`config.mk`:
```
export PLATFORM = sky130hd
export DESIGN_NAME = can_tx_select_abort_ack_filter_ctrl
export DESIGN_NICKNAME = d
export VERILOG_FILES = /design/src/shared/can_sel_pkg.sv /design/src/shared/txbuf_if.sv /design/src/hdl/can_tx_select_abort_ack_filter_ctrl.sv /design/src/hdl/tx_flag_track.sv /design/src/hdl/filter_hit_track.sv
export SDC_FILE = /design/constraint.sdc
export NUM_CORES = 1
export LEC_CHECK = 0
export BUFFER_PORTS_ARGS = -buffer_cell sky130_fd_sc_hd__buf_2
export CAP_MARGIN = 20
export CORE_MARGIN = 2
export CORE_UTILIZATION = 45
export CTS_BUF_LIST = sky130_fd_sc_hd__clkbuf_16
export DETAILED_ROUTE_END_ITERATION = 7
export PLACE_DENSITY = 0.81
export SLEW_MARGIN = 10
export SYNTH_ARGS = -nofsm -noshare
export SYNTH_HDL_FRONTEND = slang
export SYNTH_HIERARCHICAL = 1
export SYNTH_SLANG_ARGS = --single-unit
```
`constraint.sdc`:
```
create_clock -name CORE_CLK_I -period 1.5 [get_ports CORE_CLK_I]
set_input_delay 0.3 -clock CORE_CLK_I [delete_from_list [all_inputs] [get_ports CORE_CLK_I]]
set_output_delay 0.3 -clock CORE_CLK_I [all_outputs]
set_load 0.02 [all_outputs]
```
`src/shared/can_sel_pkg.sv`:
```
// Package: register map, reset values and encodings of the select block
package can_sel_pkg;
    localparam int          NUM_TXBUF    = 3;
    localparam int          REG_W        = 8;
    localparam int          ADDR_W       = 8;
    localparam int          DATA_W       = 32;
    // Byte addresses of the registers
    localparam logic [7:0]  TAAK_OFS     = 8'h00;
    localparam logic [7:0]  TBSEL_OFS    = 8'h04;
    localparam logic [7:0]  IDAC_OFS     = 8'h08;
    localparam logic [7:0]  RSVD_OFS     = 8'h0c;
    localparam logic [7:0]  TFLG_OFS     = 8'h10;
    localparam logic [7:0]  IRQ_STAT_OFS = 8'h14;
    localparam logic [7:0]  IRQ_MASK_OFS = 8'h18;
    // Field positions
    localparam int          ACCEPT_FILTER_MODE_LSB     = 4;
    localparam int          ACCEPT_FILTER_HIT_INDEX_LSB    = 0;
    // Values after reset
    localparam logic [2:0]  TBSEL_RST    = 3'h0;
    localparam logic [2:0]  TAAK_RST     = 3'h0;
    localparam logic [2:0]  TFLG_RST     = 3'h7;
    localparam logic [2:0]  IRQ_RST      = 3'h0;
    localparam logic [2:0]  HIT_RST      = 3'h0;
    localparam logic [7:0]  RSVD_VAL     = 8'h00;
    // Acceptance filter organisation
    typedef enum logic [1:0] {
        MODE_TWO_32,
        MODE_FOUR_16,
        MODE_EIGHT_8,
        MODE_CLOSED
    } filter_mode_t;
    localparam filter_mode_t ACCEPT_FILTER_MODE_RST    = MODE_TWO_32;
endpackage

```
`src/shared/txbuf_if.sv`:
```
// Interface between the register logic and the transmit flag tracker
interface txbuf_if #(parameter int N = 3);
    logic [N-1:0] sent;
    logic [N-1:0] grant;
    logic [N-1:0] clr;
    logic         init;
    logic [N-1:0] empty;
    logic [N-1:0] done;
    logic [N-1:0] evt;
    modport ctrl  (output sent, grant, clr, init,
                   input  empty, done, evt);
    modport flags (input  sent, grant, clr, init,
                   output empty, done, evt);
endinterface

```
`src/hdl/can_tx_select_abort_ack_filter_ctrl.sv`:
```
// Transmit select, abort acknowledge and acceptance control registers
module can_tx_select_abort_ack_filter_ctrl
    import can_sel_pkg::*;
(
    input  wire logic                        CORE_CLK_I,   // 10 MHz clock
    input  wire logic                        ARST_N_I,     // Async reset
    input  wire logic                        PSEL_I,       // APB select
    input  wire logic                        PENABLE_I,    // APB enable
    input  wire logic                        PWRITE_I,     // APB write
    input  wire logic [can_sel_pkg::ADDR_W-1:0] PADDR_I,   // APB address
    input  wire logic [can_sel_pkg::DATA_W-1:0] PWDATA_I,  // APB wr data
    output logic      [can_sel_pkg::DATA_W-1:0] PRDATA_O,  // APB rd data
    output logic                             PREADY_O,     // APB ready
    output logic                             PSLVERR_O,    // APB error
    input  wire logic                        INIT_REQ_I,   // Init request
    input  wire logic                        INIT_ACK_I,   // Init ack
    input  wire logic [2:0]                  TX_SENT_I,    // Msg sent
    input  wire logic [2:0]                  ABORT_GRANT_I,// Abort done
    input  wire logic                        RX_SHIFT_I,   // Rx to fg
    input  wire logic [2:0]                  RX_HIT_I,     // Rx filter
    output logic      [2:0]                  TX_EMPTY_O,   // Empty flags
    output logic      [2:0]                  ABORT_DONE_O, // Abort flags
    output logic      [2:0]                  WIN_SEL_O,    // Window buf
    output logic                             WIN_ALLOW_O,  // Window ok
    output can_sel_pkg::filter_mode_t        FILTER_MODE_O,// Filter org
    output logic      [2:0]                  HIT_INDEX_O,  // Hit index
    output logic                             FG_RELOAD_O,  // Fg reload
    output logic                             IRQ_O         // Interrupt
);
    import can_sel_pkg::*;

    // Reset release through two flip-flops
    logic rst_meta_q;
    logic rst_n;
    always_ff @(posedge CORE_CLK_I or negedge ARST_N_I) begin
        if (!ARST_N_I) begin
            rst_meta_q <= 1'b0;
            rst_n      <= 1'b0;
        end else begin
            rst_meta_q <= 1'b1;
            rst_n      <= rst_meta_q;
        end
    end

    logic [2:0]  tbsel_q;
    logic [2:0]  stat_q;
    logic [2:0]  mask_q;
    logic        pready_q;
    logic        pslverr_q;
    logic [31:0] prdata_q;
    logic [2:0]  win_sel_q;
    logic        win_allow_q;
    logic        irq_q;
    filter_mode_t mode;
    logic [2:0]  hit;
    logic        reload;

    txbuf_if #(.N(NUM_TXBUF)) tb ();

    // Decode of the APB access
    wire         init_mode = INIT_REQ_I & INIT_ACK_I;
    wire         run_mode  = ~INIT_REQ_I & ~INIT_ACK_I;
    wire         access    = PSEL_I & PENABLE_I;
    wire         done_acc  = access & pready_q;
    wire         wr_acc    = done_acc & PWRITE_I;
    wire [7:0]   wbyte     = PWDATA_I[7:0];
    wire         hit_taak  = (PADDR_I == TAAK_OFS);
    wire         hit_tbsel = (PADDR_I == TBSEL_OFS);
    wire         hit_idac  = (PADDR_I == IDAC_OFS);
    wire         hit_rsvd  = (PADDR_I == RSVD_OFS);
    wire         hit_tflg  = (PADDR_I == TFLG_OFS);
    wire         hit_stat  = (PADDR_I == IRQ_STAT_OFS);
    wire         hit_mask  = (PADDR_I == IRQ_MASK_OFS);
    wire         mapped    = hit_taak | hit_tbsel | hit_idac | hit_rsvd |
                             hit_tflg | hit_stat | hit_mask;
    wire         wr_tbsel  = wr_acc & hit_tbsel & run_mode;
    wire         wr_idac   = wr_acc & hit_idac & init_mode;
    wire         wr_tflg   = wr_acc & hit_tflg;
    wire         wr_stat   = wr_acc & hit_stat;
    wire         wr_mask   = wr_acc & hit_mask;

    // Lowest set bit picks the buffer; a raw value with more bits is kept
    // so software can simply copy the flag register in
    wire [2:0]   sel_low   = tbsel_q & (~tbsel_q + 3'h1);
    wire         allow_d   = |(sel_low & tb.empty);

    // Flag tracker controls; software clears an empty flag by writing one
    assign tb.sent  = TX_SENT_I;
    assign tb.grant = ABORT_GRANT_I;
    assign tb.clr   = wr_tflg ? wbyte[2:0] : 3'h0;
    assign tb.init  = init_mode;

    // Read data, upper bits zero
    wire [7:0]   rd_taak   = {5'h00, tb.done};
    wire [7:0]   rd_tbsel  = {5'h00, sel_low};
    wire [7:0]   rd_idac   = {2'h0, mode, 1'b0, hit};
    wire [7:0]   rd_tflg   = {5'h00, tb.empty};
    wire [7:0]   rd_stat   = {5'h00, stat_q};
    wire [7:0]   rd_mask   = {5'h00, mask_q};
    wire [7:0]   rd_byte   = hit_taak  ? rd_taak  :
                             hit_tbsel ? rd_tbsel :
                             hit_idac  ? rd_idac  :
                             hit_rsvd  ? RSVD_VAL :
                             hit_tflg  ? rd_tflg  :
                             hit_stat  ? rd_stat  :
                             hit_mask  ? rd_mask  : 8'h00;

    // Interrupt status: set wins over a write-one clear
    wire [2:0]   stat_clr  = wr_stat ? wbyte[2:0] : 3'h0;
    wire [2:0]   stat_d    = tb.evt | (stat_q & ~stat_clr);

    tx_flag_track #(.N(NUM_TXBUF)) u_flags (
        .clk_i   (CORE_CLK_I),
        .rst_n_i (rst_n),
        .tb      (tb)
    );

    filter_hit_track u_filter (
        .clk_i     (CORE_CLK_I),
        .rst_n_i   (rst_n),
        .mode_we_i (wr_idac),
        .mode_i    (wbyte[ACCEPT_FILTER_MODE_LSB+1:ACCEPT_FILTER_MODE_LSB]),
        .shift_i   (RX_SHIFT_I),
        .hit_i     (RX_HIT_I),
        .mode_o    (mode),
        .hit_o     (hit),
        .reload_o  (reload)
    );

    // APB answer: ready one cycle into the access phase
    always_ff @(posedge CORE_CLK_I or negedge rst_n) begin
        if (!rst_n) begin
            pready_q  <= 1'b0;
            pslverr_q <= 1'b0;
            prdata_q  <= 32'h0000_0000;
        end else begin
            pready_q  <= access & ~pready_q;
            pslverr_q <= access & ~pready_q & ~mapped;
            if (access && !pready_q && !PWRITE_I)
                prdata_q <= {24'h00_0000, rd_byte};
        end
    end

    // Buffer select, held in reset during init mode
    always_ff @(posedge CORE_CLK_I or negedge rst_n) begin
        if (!rst_n)
            tbsel_q <= TBSEL_RST;
        else if (init_mode)
            tbsel_q <= TBSEL_RST;
        else if (wr_tbsel)
            tbsel_q <= wbyte[2:0];
    end

    always_ff @(posedge CORE_CLK_I or negedge rst_n) begin
        if (!rst_n) begin
            stat_q <= IRQ_RST;
            mask_q <= IRQ_RST;
            irq_q  <= 1'b0;
        end else begin
            stat_q <= stat_d;
            if (wr_mask)
                mask_q <= wbyte[2:0];
            irq_q  <= |(stat_q & mask_q);
        end
    end

    // Window outputs lag the select register by one cycle
    always_ff @(posedge CORE_CLK_I or negedge rst_n) begin
        if (!rst_n) begin
            win_sel_q   <= 3'h0;
            win_allow_q <= 1'b0;
        end else begin
            win_sel_q   <= sel_low;
            win_allow_q <= allow_d;
        end
    end

    assign PRDATA_O      = prdata_q;
    assign PREADY_O      = pready_q;
    assign PSLVERR_O     = pslverr_q;
    assign TX_EMPTY_O    = tb.empty;
    assign ABORT_DONE_O  = tb.done;
    assign WIN_SEL_O     = win_sel_q;
    assign WIN_ALLOW_O   = win_allow_q;
    assign FILTER_MODE_O = mode;
    assign HIT_INDEX_O   = hit;
    assign FG_RELOAD_O   = reload;
    assign IRQ_O         = irq_q;
endmodule

```
`src/hdl/tx_flag_track.sv`:
```
// Per-buffer empty and abort done flags
module tx_flag_track
    import can_sel_pkg::*;
#(
    parameter int N = NUM_TXBUF
) (
    input  wire logic clk_i,   // Core clock
    input  wire logic rst_n_i, // Synchronised reset
    txbuf_if.flags    tb       // Flag controls and state
);

    for (genvar i = 0; i < N; i++) begin : g_buf
        logic empty_q;
        logic done_q;
        wire  set_w = tb.sent[i] | tb.grant[i];
        // Set wins over a clear in the same cycle
        always_ff @(posedge clk_i or negedge rst_n_i) begin
            if (!rst_n_i) begin
                empty_q <= TFLG_RST[i];
                done_q  <= TAAK_RST[i];
            end else if (tb.init) begin
                empty_q <= TFLG_RST[i];
                done_q  <= TAAK_RST[i];
            end else begin
                empty_q <= set_w | (empty_q & ~tb.clr[i]);
                // Cleared together with the empty flag
                done_q  <= tb.grant[i] |
                           (done_q & ~(tb.clr[i] & ~set_w));
            end
        end
        assign tb.empty[i] = empty_q;
        assign tb.done[i]  = done_q;
        assign tb.evt[i]   = set_w & ~tb.init;

    end
endmodule

```
`src/hdl/filter_hit_track.sv`:
```
// Acceptance filter organisation and hit index of the foreground buffer
module filter_hit_track
    import can_sel_pkg::*;
(
    input  wire logic         clk_i,    // Core clock
    input  wire logic         rst_n_i,  // Synchronised reset
    input  wire logic         mode_we_i,// Mode write, init mode only
    input  wire logic [1:0]   mode_i,   // Written mode value
    input  wire logic         shift_i,  // Message reaches foreground
    input  wire logic [2:0]   hit_i,    // Filter that matched it
    output filter_mode_t      mode_o,   // Current organisation
    output logic [2:0]        hit_o,    // Hit index of foreground msg
    output logic              reload_o  // Foreground buffer reloaded
);

    filter_mode_t mode_q;
    logic [2:0]   hit_q;
    logic         reload_q;
    wire          accept_w = shift_i && (mode_q != MODE_CLOSED);

    always_ff @(posedge clk_i or negedge rst_n_i) begin
        if (!rst_n_i) begin
            mode_q   <= ACCEPT_FILTER_MODE_RST;
            hit_q    <= HIT_RST;
            reload_q <= 1'b0;
        end else begin
            if (mode_we_i)
                mode_q <= filter_mode_t'(mode_i);
            if (accept_w)
                hit_q <= hit_i;
            reload_q <= accept_w;
        end
    end
    assign mode_o   = mode_q;
    assign hit_o    = hit_q;
    assign reload_o = reload_q;
endmodule

```
==> run summary, run 1 <==
Critical Path AT: 1.87 ns
DR vias/cell: 5.19
ANT cells: 0
Synth Register Bits: 35
failing checks: negative setup slack
status: finished, violations left
Layout area overhead: 30.1%
final net count: 315
root buffer cell: clkbuf_16
ANT nets after route: 0
XOR/XNOR Fraction of Synth Area: 0
Die Y: 70.2 um
# IOs: 108
I/O Buffers: 53
most common cell after layout, fill and taps aside: buf_2
Synth Warn #: 6
WL final: 4.80 mm
H-Tree Depth: 2
main flop type after synthesis: dfrtp_1
CP Launch Type: primary input
clock-pin slew on the worst setup and hold paths: 0.05 ns
r2r endpoint: tbsel_q[0]$_DFFE_PN0P_
first-pass GRT wire length: 7.53 mm
Tmin final: 1.66 ns
pin count of the biggest net entering global routing: 20
most frequent cells in the layout: buf_2, dfrtp_1, conb_1, buf_4, nor2_1
Slew Viols, Final: 0
R2R setup slack: -0.10 ns
part of the cycle the worst path needs: 1.11
DR iter-0 viols: 138
CTS tree: done
crit path kind: primary input to flop
number of global-route vias before repair: 1607
post-synthesis mux area share: 0.0608
die area: 4930 um2
Synth cell types: 51
worst setup path start: PADDR_I[6]
Area after DPL: 2270 um2
post-synth top area share: 0.406
CTS Sinks: 35
sequential area share after synthesis: 0.446
DP HPWL: 3.45 mm
Max Clock Skew: 0.00438 ns
final number of setup-violating endpoints: 9
antenna violations before repair: 0
total power draw: 2.49 mW
initial core utilization: 0.460
asr flop ratio synth: 1.00
via count: 1615
Max Cap Viol: 0
Pwr per Cell Area: 971 nW/um2
fraction of the mapped netlist area in adder cells: 0
leak pwr: 1.32 nW
Hold Crit Class: flop to asynchronous set/reset pin
pre-CTS setup slack: -0.489 ns
GRT Overall Usage: 0.200
Final GP Congestion: 0.826
First-pass DRT Iterations: 4
Register Area: 880 um2
residual DRC count: 0
fill cell count: 360
Syn Inst Count: 187
total gr overflow: 0
EDFF count, synth: 0
die width: 70.2 um
share of cells above drive strength 1: 0.456
CP max FO: 3
WP data required: 1.71 ns
num rows: 24
core area: 4290 um2
crit path to: tbsel_q[0]$_DFFE_PN0P_
maximum vdd drop: 0.748 mV
CTS buffer count: 5
Clk Latency, worst-skew pair: 0.28 ns
Final Instance Area: 2570 um2
RSZ-0062 raised after global routing: yes
Routed wire per std cell: 15.4 um
multi-input logic area: 963 um2
area leader, netlist: dfrtp_1
crit end category: flop
largest family of logic cells by synthesized area: simple AND/OR/NAND/NOR gates
Synth Area in Compound Gates: 0.136
Fin. Hold Viols: 0
simple-gate share of the synthesized area: 0.184
PnR worst setup slack: -0.158 ns
worst reg2reg startpoint: PREADY_O$_DFF_PN0_
clk buf depth: 2
Syn Area/Cell: 10.6 um2
R2R depth: 6
most area-consuming cells after synthesis: dfrtp_1, buf_4, mux2_2
maximum clock frequency: 603 MHz
synthesized area: 1970 um2
[worst min-delay path by stage]
stage | depth (start not counted) | slack (ns) | to
2_1_floorplan | 0 | 0.004 | rst_meta_q$_DFF_PN0_
3_3_place_gp | 1 | 0.09 | rst_n$_DFF_PN0_
3_5_place_dp | 1 | 0.09 | rst_meta_q$_DFF_PN0_
4_1_cts | 1 | 0.21 | u_filter/hit_o[2]$_DFFE_PN0P_
5_1_grt | 1 | 0.25 | u_filter/hit_o[2]$_DFFE_PN0P_
6_report | 1 | 0.20 | u_filter/mode_o[0]$_DFFE_PN0P_
[worst max-delay path: stages]
cell and delay [ns]:
buf_6 0.09, or4_4 0.56, or4b_4 0.57, nor4b_4 0.22
a211o_1 0.13
[report_power, final]
group / total (mW) / internal, mW / leakage (nW) / switching [mW]
clock: 1.16 / 0.782 / 0.0838 / 0.380
combinational: 0.341 / 0.120 / 0.794 / 0.221
sequential: 0.991 / 0.970 / 0.439 / 0.0208
total: 2.49 / 1.87 / 1.32 / 0.622
[state kept, by name, indices dropped and copies added (netlist names)]
signal,cells
PREADY_O,1
WIN_ALLOW_O,1
WIN_SEL_O,3
PSLVERR_O,1
u_filter/reload_o,1
u_flags/g_buf.empty_q,3
stat_q,3
rst_meta_q,1
IRQ_O,1
u_flags/g_buf.done_q,3
mask_q,3
PRDATA_O,5
u_filter/hit_o,3
tbsel_q,3
rst_n,1
u_filter/mode_o,2
[timing repair]
item	in CTS	in global routing
setup endpoints to repair	17	22
endpoints found under the hold margin	2	0
hold buffers	1	0
gates resized for setup	11	9
pin swaps	6	3
setup buffers	3	1
[through the flow]
stage | std cells | hold slack (ns) | utilization | TNS (ns)
CTS | 311 | 0.211 | 0.587 | -1.61
global route | 311 | 0.250 | 0.598 | -1.45
floorplan | 213 | 0.00441 | - | -3.12
detailed placement | 300 | 0.0887 | 0.528 | -7.82
finish | 311 | 0.201 | 0.598 | -0.959
global placement | 300 | 0.0877 | 0.528 | -7.42
[cells in the mapped netlist (all sizes together), types with 2 or more instances]
cell type	count
buf	34
dfrtp	32
nor2	15
nand2	11
mux2	8
clkbuf	6
inv	6
nor3	6
o21ai	6
a211oi	4
nand4	4
a21o	3
and3	3
and4	3
dfstp	3
mux2i	3
nor2b	3
nor3b	3
a211o	2
a21boi	2
a221oi	2
a22oi	2
conb	2
nor4	2
nor4b	2
o211a	2
o31ai	2
[layout make-up]
| type | instances | area share |
|---|---|---|
| clock buffer | 5 | 0.0487 |
| tap | 52 | 0.0253 |
| inverter | 6 | 0.00877 |
| timing repair buffer | 78 | 0.183 |
| multi-input combinational | 132 | 0.375 |
| sequential | 35 | 0.342 |
| clock inverter | 3 | 0.0170 |
[layer usage]
layer / wire (um) / share of wire / track usage / up-vias
li1: - / - / - / 749
met1: 1990 / 0.41 / 0.246 / 800
met2: 2390 / 0.50 / 0.323 / 55
met3: 253 / 0.053 / 0.0519 / 11
met4: 165 / 0.034 / 0.105 / 0
met5: 0 / 0 / 0 / -
[cells by family (layout without fill, tap and decap cells)]
logic type,Yosys count,after routing
mux,11,11
simple gates,60,60
flops,35,35
compound gates,33,33
other cells,2,28
buf+inv,46,92
(Power assumes the default switching activity.)
==> run 2, diff against run 1 <==
--- a/config.mk
+++ b/config.mk
@@ -6,12 +6,13 @@
 export NUM_CORES = 1
 export LEC_CHECK = 0
 export BUFFER_PORTS_ARGS = -buffer_cell sky130_fd_sc_hd__buf_2
-export CAP_MARGIN = 20
+export CAP_MARGIN = 15
 export CORE_MARGIN = 2
 export CORE_UTILIZATION = 45
 export CTS_BUF_LIST = sky130_fd_sc_hd__clkbuf_16
 export DETAILED_ROUTE_END_ITERATION = 7
 export PLACE_DENSITY = 0.81
+export SKIP_CTS_REPAIR_TIMING = 1
 export SLEW_MARGIN = 10
 export SYNTH_ARGS = -nofsm -noshare
 export SYNTH_HDL_FRONTEND = slang
==> run summary, run 2 (synthesis gave the netlist of run 1 again) <==
WP data required: 1.66 ns (-0.05 ns)
CTS tree: done
sequential share of power: 0.396 (about the same)
# IOs: 108 (unchanged)
R2R depth: 4 (-2)
RSZ-0062 raised after global routing: yes
Max Cap Viol: 0 (unchanged)
ANT cells: 0 (unchanged)
clock-pin slew on the worst setup and hold paths: 0.06 ns (about the same)
part of the cycle the worst path needs: 1.15 (+0.0449)
Hold Crit Class: flop to asynchronous set/reset pin
crit path kind: primary input to flop
Fin. Hold Viols: 0 (unchanged)
CTS buffer count: 5 (unchanged)
initial core utilization: 0.460 (unchanged)
hold slack final: 0.201 ns (+0.000701 ns)
setup tns final: -2.50 ns (-1.54 ns)
Int Pwr: 1.87 mW (about the same)
Pwr per Cell Area: 961 nW/um2 (-1.1%)
PnR worst setup slack: -0.226 ns (-0.0673 ns)
first-pass GRT wire length: 7.27 mm (-3.4%)
GRT Overall Usage: 0.193 (-0.00763)
Max Clock Skew: 0.00424 ns (-0.000139 ns)
number of global-route vias before repair: 1523 (-5.2%)
die width: 70.2 um (unchanged)
switching part of the total power: 0.252 (+0.00238)
CTS Sinks: 35 (unchanged)
most frequent cells in the layout: buf_2, dfrtp_1, conb_1, buf_4, nor2_1
die area: 4930 um2 (unchanged)
Clk Latency, worst-skew pair: 0.28 ns (about the same)
maximum vdd drop: 0.749 mV (+0.16%)
total gr overflow: 0 (unchanged)
Tmin final: 1.73 ns (+0.0673 ns)
Routed wire per std cell: 15.4 um (-0.51%)
NetSw: 0.631 mW (+1.4%)
most common cell after layout, fill and taps aside: buf_2
DP HPWL: 3.45 mm (unchanged)
First-pass DRT Iterations: 4 (unchanged)
residual DRC count: 0 (unchanged)
final number of setup-violating endpoints: 16 (+7)
crit end category: flop
final net count: 317 (+0.63%)
Layout area overhead: 32.0%
ANT nets after route: 0 (unchanged)
root buffer cell: clkbuf_16
R2R setup slack: -0.08 ns (+0.02 ns)
DR vias/cell: 5.19 (-0.15%)
Largest register FFs: 5 (unchanged)
Slew Viols, Final: 0 (unchanged)
clk buf depth: 2 (unchanged)
CP max FO: 6 (+3)
Critical Path AT: 1.89 ns (+0.02 ns)
via count: 1623 (+0.50%)
DR iter-0 viols: 160 (+16%)
failing checks: negative setup slack
I/O Buffers: 53 (unchanged)
CP Launch Type: primary input
status: finished, violations left
maximum clock frequency: 579 MHz (-3.9%)
pin count of the biggest net entering global routing: 20 (unchanged)
leak pwr: 1.33 nW (+1.2%)
core area: 4290 um2 (unchanged)
r2r endpoint: mask_q[1]$_DFFE_PN0P_
share of cells above drive strength 1: 0.483 (+0.0272)
num rows: 24 (unchanged)
antenna violations before repair: 0 (unchanged)
clock network fraction of design power: 0.467 (about the same)
H-Tree Depth: 2 (unchanged)
Die Y: 70.2 um (unchanged)
Comb power frac: 0.137 (about the same)
Final GP Congestion: 0.826 (unchanged)
worst reg2reg startpoint: PREADY_O$_DFF_PN0_
WL final: 4.81 mm (+0.13%)
-- run 2: stage by stage --
stage          instances  cell area [um2]  power (mW)  utilization  setup WS [ns]
2_1_floorplan        213             2080        1.26            -         -0.352
3_3_place_gp         300             2270        1.31        0.528         -0.456
3_5_place_dp         300             2270        1.32        0.528         -0.489
4_1_cts              308             2440        2.49        0.568         -0.229
5_1_grt              313             2610        2.59        0.607         -0.272
6_report             313             2610        2.50        0.607         -0.226
-- run 2: how the worst max path moves through the flow --
stage | to | slack (ns) | start | cells after the start
after detailed placement | u_filter/mode_o[0]$_DFFE_PN0P_ | -0.49 | PADDR_I[0] | 5
after global routing | mask_q[0]$_DFFE_PN0P_ | -0.27 | PADDR_I[6] | 5
after global placement | mask_q[1]$_DFFE_PN0P_ | -0.46 | PADDR_I[0] | 5
after floorplan | u_filter/mode_o[0]$_DFFE_PN0P_ | -0.35 | PADDR_I[0] | 4
after CTS | PRDATA_O[0]$_DFFE_PN0P_ | -0.23 | PREADY_O$_DFF_PN0_ | 5
final | mask_q[1]$_DFFE_PN0P_ | -0.23 | PADDR_I[6] | 5
-- run 2: power by group through the flow --
| stage | Clock, mW | Combinational, mW | Sequential, mW |
|---|---|---|---|
| floorplan | 0 | 0.233 | 1.03 |
| CTS | 1.19 | 0.317 | 0.990 |
| global placement | 0 | 0.310 | 1.00 |
| finish | 1.17 | 0.343 | 0.991 |
| global route | 1.22 | 0.370 | 0.993 |
| detailed placement | 0 | 0.316 | 1.01 |
-- run 2: layer usage --
layer | global-route usage | up-vias | routed length [um]
li1 | - | 755 | -
met5 | 0 | - | 0
met2 | 0.309 | 60 | 2450
met3 | 0.0519 | 9 | 258
met4 | 0.0876 | 0 | 140
met1 | 0.242 | 799 | 1960
-- run 2: worst max-delay path, stage by stage --
cell and delay, ns:
buf_6 0.09, or4_4 0.56, nor3_4 0.31, and3_1 0.28, mux2_2 0.36
-- run 2: area by class of cell --
cell class / count / area (um2)
flip-flops and latches: 35 / 880
inverters: 6 / 22.5
well taps: 52 / 65.1
repair buffers: 80 / 488
clock buffers: 5 / 125
fillers: 347 / 1690
clock inverters: 3 / 43.8
multi-input cells: 132 / 982
==> run 3, diff against run 2 <==
--- a/config.mk
+++ b/config.mk
@@ -8,10 +8,10 @@
 export BUFFER_PORTS_ARGS = -buffer_cell sky130_fd_sc_hd__buf_2
 export CAP_MARGIN = 15
 export CORE_MARGIN = 2
-export CORE_UTILIZATION = 45
+export CORE_UTILIZATION = 48
 export CTS_BUF_LIST = sky130_fd_sc_hd__clkbuf_16
 export DETAILED_ROUTE_END_ITERATION = 7
-export PLACE_DENSITY = 0.81
+export PLACE_DENSITY = 0.85
 export SKIP_CTS_REPAIR_TIMING = 1
 export SLEW_MARGIN = 10
 export SYNTH_ARGS = -nofsm -noshare
==> constraint.sdc (replaced) <==
create_clock -name CORE_CLK_I -period 2.12 [get_ports CORE_CLK_I]
set_input_delay 0.424 -clock CORE_CLK_I [delete_from_list [all_inputs] [get_ports CORE_CLK_I]]
set_output_delay 0.424 -clock CORE_CLK_I [all_outputs]
set_load 0.02 [all_outputs]
==> run summary, run 3 (synthesis gave the netlist of run 1 again) <==
status: completed
RSZ-0062 raised after global routing: no
clock-pin slew on the worst setup and hold paths: 0.05 ns (about the same)
die width: 68.1 um (-3.0%)
ANT cells: 0 (unchanged)
final net count: 301 (-5.0%)
CP max stage cell: or4_4
Critical Path AT: 2.06 ns (+0.17 ns)
Area after DPL: 2180 um2 (-4.1%)
pin count of the biggest net entering global routing: 19 (-5.0%)
number of global-route vias before repair: 1484 (-2.6%)
CP top delay family: simple AND/OR/NAND/NOR gates
CP max stage delay: 0.56 ns (about the same)
I/O Buffers: 53 (unchanged)
crit end category: flop
residual DRC count: 0 (unchanged)
Final Instance Area: 2350 um2 (-9.8%)
Pwr per Cell Area: 732 nW/um2 (-24%)
initial core utilization: 0.497 (+0.0374)
Layout area overhead: 19.0%
via count: 1566 (-3.5%)
clk buf depth: 2 (unchanged)
antenna violations before repair: 0 (unchanged)
first-pass GRT wire length: 6.89 mm (-5.3%)
Fin. Hold Viols: 0 (unchanged)
CP cell instances: buf_2 > or4_4 > or4b_4 > nor4b_1 > a211o_1
Tmin final: 1.85 ns
Clk Latency, worst-skew pair: 0.28 ns (about the same)
crit path kind: primary input to flop
final number of setup-violating endpoints: 0 (-16)
CP max FO: 3 (-3)
Hold Crit Class: flop to asynchronous set/reset pin
CP Launch Type: primary input
maximum clock frequency: 542 MHz
Die Y: 68.1 um (-3.0%)
Slew headroom: 0.525
Max Clock Skew: 0.00238 ns (-0.00185 ns)
Slew Viols, Final: 0 (unchanged)
num rows: 23 (-4.2%)
CTS buffer count: 5 (unchanged)
DP HPWL: 3.21 mm (-7.0%)
die area: 4640 um2 (-5.9%)
Max Cap Viol: 0 (unchanged)
H-Tree Depth: 2 (unchanged)
# IOs: 108 (unchanged)
DR vias/cell: 5.31 (+2.4%)
share of cells above drive strength 1: 0.371 (-0.111)
leak pwr: 1.22 nW (-8.6%)
Tightest Pin Transition: 0.712 ns
DR iter-0 viols: 63 (-61%)
First-pass DRT Iterations: 4 (unchanged)
core area: 3970 um2 (-7.5%)
Routed wire per std cell: 14.3 um (-7.1%)
fin util: 0.592 (-0.0153)
Worst path depth: 5 (unchanged)
most frequent cells in the layout: buf_2, dfrtp_1, conb_1, nor2_1, nand2_1
Final GP Congestion: 0.907 (+9.8%)
R2R depth: 4 (unchanged)
ANT nets after route: 0 (unchanged)
GRT Overall Usage: 0.204 (+0.0112)
WL final: 4.21 mm (-12%)
CTS tree: done
most common cell after layout, fill and taps aside: buf_2
Largest register FFs: 5 (unchanged)
CTS Sinks: 35 (unchanged)
part of the cycle the worst path needs: 0.870
root buffer cell: clkbuf_16
CP bufs+invs: 1 (unchanged)
WP data required: 2.33 ns (+0.67 ns)
maximum vdd drop: 0.456 mV (-39%)
total gr overflow: 0 (unchanged)
## run 3: changes by cell type in the layout (fill, tap and decap cells not counted), moves of 3 or more
cell and delta:
buf_6 -4, buf_4 -14, o21ai_1 +3, o21ai_2 -3
## run 3: per-layer routing
| metal | GRT usage | vias up | share of wire |
|---|---|---|---|
| li1 | - | 727 | - |
| met3 | 0.0609 | 13 | 0.089 |
| met2 | 0.323 | 71 | 0.49 |
| met1 | 0.255 | 755 | 0.40 |
| met5 | 0 | - | 0 |
| met4 | 0.0950 | 0 | 0.028 |
## run 3: path summary, 6_finish.rpt
path | slack, ns | startpoint | endpoint
worst max-delay path | 0.27 | PADDR_I[0] | tbsel_q[0]$_DFFE_PN0P_
worst min-delay path | 0.30 | rst_n$_DFF_PN0_ | PRDATA_O[1]$_DFFE_PN0P_
worst max register to register | 0.49 | PREADY_O$_DFF_PN0_ | tbsel_q[0]$_DFFE_PN0P_
worst min register to register | 0.30 | rst_n$_DFF_PN0_ | PRDATA_O[1]$_DFFE_PN0P_
max in group asynchronous | 1.21 | rst_n$_DFF_PN0_ | u_flags/g_buf[1].empty_q$_DFF_PN1_
min in group CORE_CLK_I | 0.35 | rst_meta_q$_DFF_PN0_ | rst_n$_DFF_PN0_
## run 3: final cells by class
type	count	area, um2
sequential	35	880
clock inverter	3	38.8
multi-input combinational	132	858
tap	50	62.6
clock buffer	5	125
timing repair buffer	64	363
inverter	6	22.5
fill	334	1620
## run 3: through the flow
| stage | cells | power (mW) | hold slack [ns] | setup TNS [ns] | setup slack (ns) |
|---|---|---|---|---|---|
| 5_1_grt | 295 | 1.79 | 0.357 | 0 | 0.205 |
| 3_5_place_dp | 286 | 0.921 | 0.210 | -0.0300 | -0.0218 |
| 3_3_place_gp | 286 | 0.917 | 0.209 | 0 | 0.0189 |
| 4_1_cts | 294 | 1.74 | -0.0863 | 0 | 0.266 |
| 2_1_floorplan | 213 | 0.892 | 0.128 | 0 | 0.143 |
| 6_report | 295 | 1.72 | 0.295 | 0 | 0.275 |
## run 3: power breakdown
group          internal (mW)  switching, mW
clock                  0.547          0.260
sequential             0.686         0.0190
combinational         0.0704          0.136
total                   1.30          0.416
